===== config.mk =====
export PLATFORM = sky130hd
export DESIGN_NAME = gcs_command_ctrl
export DESIGN_NICKNAME = d
export VERILOG_FILES = /design/src/rtl/gcs_command_ctrl.v /design/src/rtl/gcs_sync_unit.v
export VERILOG_INCLUDE_DIRS = /design/src /design/src/rtl
export SDC_FILE = /design/constraint.sdc
export NUM_CORES = 1
export LEC_CHECK = 0
export BUFFER_PORTS_ARGS = -buffer_cell sky130_fd_sc_hd__buf_2
export CAP_MARGIN = 20
export CORE_ASPECT_RATIO = 1.75
export CORE_MARGIN = 5
export CORE_UTILIZATION = 30
export DETAILED_ROUTE_END_ITERATION = 7
export PLACE_DENSITY_LB_ADDON = 0.12
export SLEW_MARGIN = 20
export SYNTH_ARGS = -nofsm -noshare
export SYNTH_HDL_FRONTEND = slang
export SYNTH_SLANG_ARGS = --single-unit

===== constraint.sdc =====
create_clock -name sys_clk -period 2.15 [get_ports sys_clk]
set_input_delay 0.3225 -clock sys_clk [delete_from_list [all_inputs] [get_ports sys_clk]]
set_output_delay 0.3225 -clock sys_clk [all_outputs]
set_load 0.005 [all_outputs]

===== src/rtl/gcs_regs.vh =====
// Constants of the general command and sync control block
`ifndef GCS_REGS_VH
`define GCS_REGS_VH
// Command codes
`define GCS_CMD_W        4
`define GCS_CMD_HELP     4'h1
`define GCS_CMD_IDENT    4'h2
`define GCS_CMD_ECHO     4'h3
`define GCS_CMD_PRINT    4'h4
`define GCS_CMD_SYNC     4'h5
`define GCS_CMD_TERM     4'h6
`define GCS_CMD_LEVEL    4'h7
// Argument codes
`define GCS_ARG_W        4
`define GCS_ARG_NONE     4'h0
`define GCS_ARG_OFF      4'h1
`define GCS_ARG_ON       4'h2
`define GCS_ARG_ALL      4'h3
`define GCS_ARG_SYNCNONE 4'h4
`define GCS_ARG_MASTER   4'h5
`define GCS_ARG_FOLDIFF  4'h6
`define GCS_ARG_FOLSE    4'h7
`define GCS_ARG_TTL      4'h8
`define GCS_ARG_HTL      4'h9
`define GCS_ARG_NAME     4'ha
// Sync modes
`define GCS_SYNC_NONE    2'h0
`define GCS_SYNC_MASTER  2'h1
`define GCS_SYNC_FOLDIFF 2'h2
`define GCS_SYNC_FOLSE   2'h3
// Reply item codes
`define GCS_ITEM_W       4
`define GCS_ITEM_NAME    4'h0
`define GCS_ITEM_ANSWER  4'h1
`define GCS_ITEM_ERROR   4'h2
`define GCS_ITEM_HELPGEN 4'h3
`define GCS_ITEM_HELPCMD 4'h4
`define GCS_ITEM_IDBASE  4'h5
`define GCS_ITEM_PARAMS  4'hf
`define GCS_ID_FIELDS    4'ha
// Reset values
`define GCS_RST_ECHO     1'b1
`define GCS_RST_SYNC     2'h0
`define GCS_RST_TERM     1'b0
`define GCS_RST_LEVEL    1'b0
// Master pulse period in sys_clk cycles
`define GCS_SYNC_PERIOD  16'h0064
`endif


===== src/rtl/gcs_command_ctrl.v =====
// General command interpreter with sync, termination and level settings
// Overview of operation
// - Help with name gives that command's help
// - Identity reports ten fields in fixed order
// - Echo on: reply carries command name first
// - Print lists all parameters with values
// - Print ALL adds identity
// - Sync none: no pulses out or in
// - Master drives pulses on differential line
// - Differential follower aligns to incoming pulses
// - Single-ended follower aligns to generator pulses
// - Line direction follows the sync mode
// - Single-ended input also serves as trigger
// - Termination resistor switched on or off
// - Level select applies to single-ended input
`timescale 1ns/1ps
`include "gcs_regs.vh"
module gcs_command_ctrl #(
  parameter [15:0] SYNC_PERIOD = `GCS_SYNC_PERIOD
) (
  // Clock and reset
  input  wire                    sys_clk,
  input  wire                    rst,
  // Parsed command from the ASCII front end
  input  wire                    cmdValid,
  output wire                    cmdReady,
  input  wire [`GCS_CMD_W-1:0]   cmdCode,
  input  wire [`GCS_ARG_W-1:0]   cmdArg,
  input  wire [7:0]              cmdNameId,
  // Reply item stream to the text formatter
  output reg                     replyValid,
  input  wire                    replyReady,
  output reg  [`GCS_ITEM_W-1:0]  replyItem,
  output reg  [7:0]              replyTag,
  output reg                     replyLast,
  // Settings visible to the rest of the controller
  output reg                     echoOn,
  output reg  [1:0]              syncMode,
  output reg                     termEnable,
  output reg                     seLevelHtl,
  // Sync pins
  input  wire                    diffLineIn,
  output wire                    diffLineOut,
  output wire                    diffLineOe,
  input  wire                    seTimingIn,
  // Timing results
  output wire                    syncPulse,
  output wire                    seTrigLevel
);
  // Reply sequencer states
  localparam [2:0] ST_IDLE = 3'h0;
  localparam [2:0] ST_NAME = 3'h1;
  localparam [2:0] ST_BODY = 3'h2;
  localparam [2:0] ST_ID   = 3'h3;
  localparam [2:0] ST_DONE = 3'h4;

  // Captured command and identity walk
  reg [2:0]             state_q;
  reg [`GCS_CMD_W-1:0]  cmd_q;
  reg [`GCS_ARG_W-1:0]  arg_q;
  reg [7:0]             nameId_q;
  reg                   err_q;
  reg [3:0]             idIdx_q;

  // Legal arguments per command; anything else is refused
  function argOk;
    input [`GCS_CMD_W-1:0] c;
    input [`GCS_ARG_W-1:0] a;
    begin
      case (c)
        `GCS_CMD_HELP:  argOk = (a == `GCS_ARG_NONE) || (a == `GCS_ARG_NAME);
        `GCS_CMD_IDENT: argOk = (a == `GCS_ARG_NONE);
        `GCS_CMD_ECHO,
        `GCS_CMD_TERM:  argOk = (a == `GCS_ARG_ON) || (a == `GCS_ARG_OFF);
        `GCS_CMD_PRINT: argOk = (a == `GCS_ARG_NONE) || (a == `GCS_ARG_ALL);
        `GCS_CMD_SYNC:  argOk = (a >= `GCS_ARG_SYNCNONE) && (a <= `GCS_ARG_FOLSE);
        `GCS_CMD_LEVEL: argOk = (a == `GCS_ARG_TTL) || (a == `GCS_ARG_HTL);
        default:        argOk = 1'b0;
      endcase
    end
  endfunction

  // Index of the final identity field
  function lastField;
    input [3:0] idx;
    begin
      lastField = (idx == `GCS_ID_FIELDS - 4'h1);
    end
  endfunction

  ////////////////////////////////////////////////////////////////////
  // One command at a time; next is taken only after the reply ends
  assign cmdReady = (state_q == ST_IDLE);

  always @(posedge sys_clk) begin
    if (rst) begin
      state_q    <= ST_IDLE;
      cmd_q      <= {`GCS_CMD_W{1'b0}};
      arg_q      <= {`GCS_ARG_W{1'b0}};
      nameId_q   <= 8'h00;
      err_q      <= 1'b0;
      idIdx_q    <= 4'h0;
      replyValid <= 1'b0;
      replyItem  <= `GCS_ITEM_NAME;
      replyTag   <= 8'h00;
      replyLast  <= 1'b0;
      echoOn     <= `GCS_RST_ECHO;
      syncMode   <= `GCS_RST_SYNC;
      termEnable <= `GCS_RST_TERM;
      seLevelHtl <= `GCS_RST_LEVEL;
    end else begin
      case (state_q)
        ST_IDLE: begin
          if (cmdValid) begin
            cmd_q    <= cmdCode;
            arg_q    <= cmdArg;
            nameId_q <= cmdNameId;
            err_q    <= ~argOk(cmdCode, cmdArg);
            if (argOk(cmdCode, cmdArg)) begin
              // Settings change only on a clean command
              case (cmdCode)
                `GCS_CMD_ECHO:  echoOn     <= (cmdArg == `GCS_ARG_ON);
                `GCS_CMD_TERM:  termEnable <= (cmdArg == `GCS_ARG_ON);
                `GCS_CMD_LEVEL: seLevelHtl <= (cmdArg == `GCS_ARG_HTL);
                `GCS_CMD_SYNC:  syncMode   <= cmdArg[1:0];
                default: ;
              endcase
            end
            // Name goes out under the echo setting in force before this command
            replyTag   <= {4'h0, cmdCode};
            replyLast  <= 1'b0;
            replyItem  <= `GCS_ITEM_NAME;
            if (echoOn) begin
              replyValid <= 1'b1;
              state_q    <= ST_NAME;
            end else begin
              // Nothing out this cycle; the body follows one cycle later
              replyValid <= 1'b0;
              state_q    <= ST_BODY;
            end
          end
        end
        ST_NAME: begin
          if (replyReady) begin
            replyValid <= 1'b0;
            state_q    <= ST_BODY;
          end
        end
        ST_BODY: begin
          replyValid <= 1'b1;
          replyLast  <= 1'b1;
          replyTag   <= 8'h00;
          state_q    <= ST_DONE;
          if (err_q) begin
            replyItem <= `GCS_ITEM_ERROR;
          end else begin
            case (cmd_q)
              `GCS_CMD_HELP: begin
                replyItem <= (arg_q == `GCS_ARG_NAME) ? `GCS_ITEM_HELPCMD
                                                      : `GCS_ITEM_HELPGEN;
                replyTag  <= (arg_q == `GCS_ARG_NAME) ? nameId_q : 8'h00;
              end
              `GCS_CMD_IDENT: begin
                replyItem <= `GCS_ITEM_IDBASE;
                replyLast <= 1'b0;
                idIdx_q   <= 4'h1;
                state_q   <= ST_ID;
              end
              `GCS_CMD_PRINT: begin
                replyItem <= `GCS_ITEM_PARAMS;
                replyTag  <= {7'h00, arg_q == `GCS_ARG_ALL};
                replyLast <= (arg_q != `GCS_ARG_ALL);
                idIdx_q   <= 4'h0;
                // ALL appends the identity fields after the parameter list
                state_q   <= (arg_q == `GCS_ARG_ALL) ? ST_ID : ST_DONE;
              end
              default: begin
                replyItem <= `GCS_ITEM_ANSWER;
                replyTag  <= {4'h0, arg_q};
              end
            endcase
          end
        end
        ST_ID: begin
          if (replyReady) begin
            replyItem <= `GCS_ITEM_IDBASE + idIdx_q;
            replyTag  <= {4'h0, idIdx_q};
            // For identity, field 0 already went out from the body state; print ALL starts here at field 0
            replyLast <= lastField(idIdx_q);
            if (lastField(idIdx_q)) begin
              state_q <= ST_DONE;
            end
            idIdx_q <= idIdx_q + 4'h1;
          end
        end
        ST_DONE: begin
          if (replyReady) begin
            replyValid <= 1'b0;
            replyLast  <= 1'b0;
            state_q    <= ST_IDLE;
          end
        end
        default: state_q <= ST_IDLE;
      endcase
    end
  end

  ////////////////////////////////////////////////////////////////////
  gcs_sync_unit #(
    .PERIOD(SYNC_PERIOD)
  ) i_gcs_sync_unit (
    .sys_clk    (sys_clk),
    .rst        (rst),
    .syncMode   (syncMode),
    .diffLineIn (diffLineIn),
    .diffLineOut(diffLineOut),
    .diffLineOe (diffLineOe),
    .seTimingIn (seTimingIn),
    .syncPulse  (syncPulse),
    .seTrigLevel(seTrigLevel)
  );
endmodule


===== src/rtl/gcs_sync_unit.v =====
// Sync line direction, master pulse generator and follower pulse alignment
`timescale 1ns/1ps
`include "gcs_regs.vh"
module gcs_sync_unit #(
  parameter [15:0] PERIOD = `GCS_SYNC_PERIOD
) (
  // Clock and reset
  input  wire       sys_clk,
  input  wire       rst,
  // Mode
  input  wire [1:0] syncMode,
  // Pins
  input  wire       diffLineIn,
  output wire       diffLineOut,
  output wire       diffLineOe,
  input  wire       seTimingIn,
  // Results
  output reg        syncPulse,
  output reg        seTrigLevel
);
  reg [15:0] cnt_q;
  reg [1:0]  diffSync_q;
  reg [1:0]  seSync_q;
  reg        diffLast_q;
  reg        seLast_q;
  reg        pulseOut_q;
  wire       isMaster = (syncMode == `GCS_SYNC_MASTER);

  ////////////////////////////////////////////////////////////////////
  // Line drives only in master mode, never as follower
  assign diffLineOe  = isMaster;
  // Gated so a tick launched on the edge that leaves master never shows
  assign diffLineOut = pulseOut_q & isMaster;

  always @(posedge sys_clk) begin
    if (rst) begin
      cnt_q       <= 16'h0000;
      diffSync_q  <= 2'h0;
      seSync_q    <= 2'h0;
      diffLast_q  <= 1'b0;
      seLast_q    <= 1'b0;
      pulseOut_q  <= 1'b0;
      syncPulse   <= 1'b0;
      seTrigLevel <= 1'b0;
    end else begin
      diffSync_q  <= {diffSync_q[0], diffLineIn};
      seSync_q    <= {seSync_q[0], seTimingIn};
      diffLast_q  <= diffSync_q[1];
      seLast_q    <= seSync_q[1];
      seTrigLevel <= seSync_q[1];
      pulseOut_q  <= 1'b0;
      syncPulse   <= 1'b0;
      if (isMaster) begin
        if (cnt_q == PERIOD - 16'h0001) begin
          cnt_q      <= 16'h0000;
          pulseOut_q <= 1'b1;
          syncPulse  <= 1'b1;
        end else begin
          cnt_q <= cnt_q + 16'h0001;
        end
      end else begin
        cnt_q <= 16'h0000;
        case (syncMode)
          `GCS_SYNC_FOLDIFF: syncPulse <= diffSync_q[1] & ~diffLast_q;
          `GCS_SYNC_FOLSE:   syncPulse <= seSync_q[1] & ~seLast_q;
          default:           syncPulse <= 1'b0;
        endcase
      end
    end
  end
endmodule


==> run metrics <==
routed wire length=8990 um; Synth area leader=dfxtp_1; Final ANT Viol Nets=0; initial antenna violation count=0; area grow syn2layout=23.0%; Max-slew headroom=61.1%; routed vias=2969; status=finished, final reports clean; cell area after layout=0.00401 mm2; synthesized area=0.00326 mm2; GRT overflow=0; RSZ-0062 raised after global routing=no; clock root cell=clkbuf_16; syn avg cell area=8.10 um2; Reg2Reg Depth=5; Post-CTS Setup Bufs=0; CTS tree=yes; die width=88.8 um; FFs w/ async S/R, synth=0%; hold slack=0.199 ns; largest net degree at the start of global routing=38; yosys warns=0; Setup WS post-layout=0.286 ns; io pins=46; Worst Setup Start Kind=flip-flop; ANT cells=0; Area contributors post-synth=dfxtp_1 (41%), nand2_1 (6.6%), nor2_1 (5.5%); hold path depth=2; most common cell in the netlist=dfxtp_1; critical setup path kind=flip-flop to flip-flop; EDFF count, synth=0; clock latency on the worst-skew pair=0.33 ns; post-CTS resize count=0; Hold-fix buffers, CTS=0; worst path required time=2.40 ns; top cell type's share of synthesized area=41.2%; Final Util=37.5%; htree depth=3; Max IR drop VDD=487 uV; Via density=5.07; reg2reg setup slack=0.29 ns; Max-Cap Viols=0; Slew @ Worst Pin=0.577 ns; Total GRT Usage=14.7%; setup_tns=0 ns; total CTS buffers=9; M1 WL=3590 um; DR WL met3=267 um; Die Y=148 um; Slew Viols, Final=0; Layout Cells excl Fill=586; sequential fraction of the synthesis area=41.2%; worst clock skew=0.00476 ns; Final Setup Violations=0; clock buffer depth=2; post-placement cell area=0.00368 mm2; Tcrit/Tclk final=86.7%; DRC viols=0; uppermost layer routed=met4; dpl hpwl=6640 um; DP Cell Count=570; Row Count=50; Mapped Cells=402; Die ar.=0.0131 mm2; Net Count, Synth=427; first-pass GRT wire length=14700 um; Final Critical Period=1.86 ns; Avg WL per Cell=15.3 um; CORE AREA=0.0107 mm2; worst hold path type=primary input to flip-flop; FMAX=0.536 GHz; clk slew on worst S/H paths=0.05 ns; Fin. Hold Viols=0; initial core utilization=30.5%; Power Density=937 mW/mm2; Leak Pwr=1.53 nW; CP Capture Type=flip-flop; worst-path maximum fanout=14; Post-synth top cells=dfxtp_1 (67), nand2_1 (57), nor2_1 (48); port bufs=45; Layout Nets=476; Met2 Wirelength=4840 um; overall power=3.76 mW; CTS sink count=67; critical path arrival=2.12 ns; Synth Flop Type=dfxtp_1; vias in the first global route=2974; initial drt markers=115; TritonRoute pass-1 iters=4; Placement Setup Slack=0.288 ns; Yosys reg bits=67; layout cells sized above 1=19.1%; Synth cell types=56; Final GP Congestion=0.803
==> cells in the final DEF, fill, tap and decap left out, types with 4 or more instances in the layout <==
cell	synthesis	routed
nor2b_1	12	12
nor3_1	12	12
nand3b_1	5	5
a21oi_1	31	31
clkbuf_16	0	9
nand4_1	4	4
o21ai_0	9	9
nand2_1	57	57
buf_2	3	45
nand3_1	14	14
dfxtp_1	67	67
mux2i_1	4	4
and3_1	4	4
or3_1	4	4
inv_1	13	13
nand2b_1	10	10
nor2_1	48	48
buf_4	1	14
xnor2_1	16	16
xor2_1	5	5
a22oi_1	5	5
==> kinds of logic after synthesis <==
| logic type | share of synthesized area [%] |
|---|---|
| flip-flops | 41.2 |
| multiplexers | 1.57 |
| buffers and inverters | 4.26 |
| AO/OA/AOI/OAI | 16.0 |
| adder cells (fa/ha/maj) | 1.15 |
| XOR/XNOR | 5.64 |
| AND/OR/NAND/NOR | 30.2 |
==> per-layer routing <==
layer / vias up / GRT usage [%]
met5: - / 0
met2: 48 / 26.2
met4: 0 / 7.87
met1: 1402 / 15.6
li1: 1499 / -
met3: 20 / 2.84
==> worst paths after layout <==
path                                            startpoint                                       end
setup / recovery                   state_q[1]$_SDFFE_PP0P_                  replyTag[1]$_SDFFE_PP0P_
hold / removal                                  diffLineIn  i_gcs_sync_unit.diffSync_q[0]$_SDFF_PP0_
setup reg to reg                   state_q[1]$_SDFFE_PP0P_                  replyTag[1]$_SDFFE_PP0P_
hold reg to reg   i_gcs_sync_unit.diffSync_q[0]$_SDFF_PP0_  i_gcs_sync_unit.diffSync_q[1]$_SDFF_PP0_
==> flip-flops by register name (all words and copies together), names as in the netlist, 2 cells and up <==
register / flops
arg_q: 4
cmd_q: 4
i_gcs_sync_unit.cnt_q: 16
i_gcs_sync_unit.diffSync_q: 2
i_gcs_sync_unit.seSync_q: 2
idIdx_q: 4
nameId_q: 8
replyItem: 4
replyTag: 8
state_q: 3
syncMode: 2
==> critical path, cell delays in order (launching register included) <==
cell      delay [ns]
dfxtp_1         0.63
nand2b_1        0.14
buf_4           0.21
o311ai_0        0.51
a221oi_1        0.10
nor3_1          0.19
==> power breakdown <==
part           internal (mW)  total, mW  switching [mW]  leakage [nW]
clock                   1.05       1.60           0.552         0.155
sequential              1.34       1.45           0.112         0.545
combinational          0.292      0.710           0.418         0.831
total                   2.68       3.76            1.08          1.53
==> cell type report <==
class / count / area, um2
fill: 1123 / 6690
multi-input combinational: 300 / 1780
sequential: 67 / 1340
timing repair buffer: 60 / 350
clock buffer: 10 / 239
tap: 130 / 163
clock inverter: 6 / 88.8
inverter: 13 / 48.8
(Power assumes the default switching activity.)
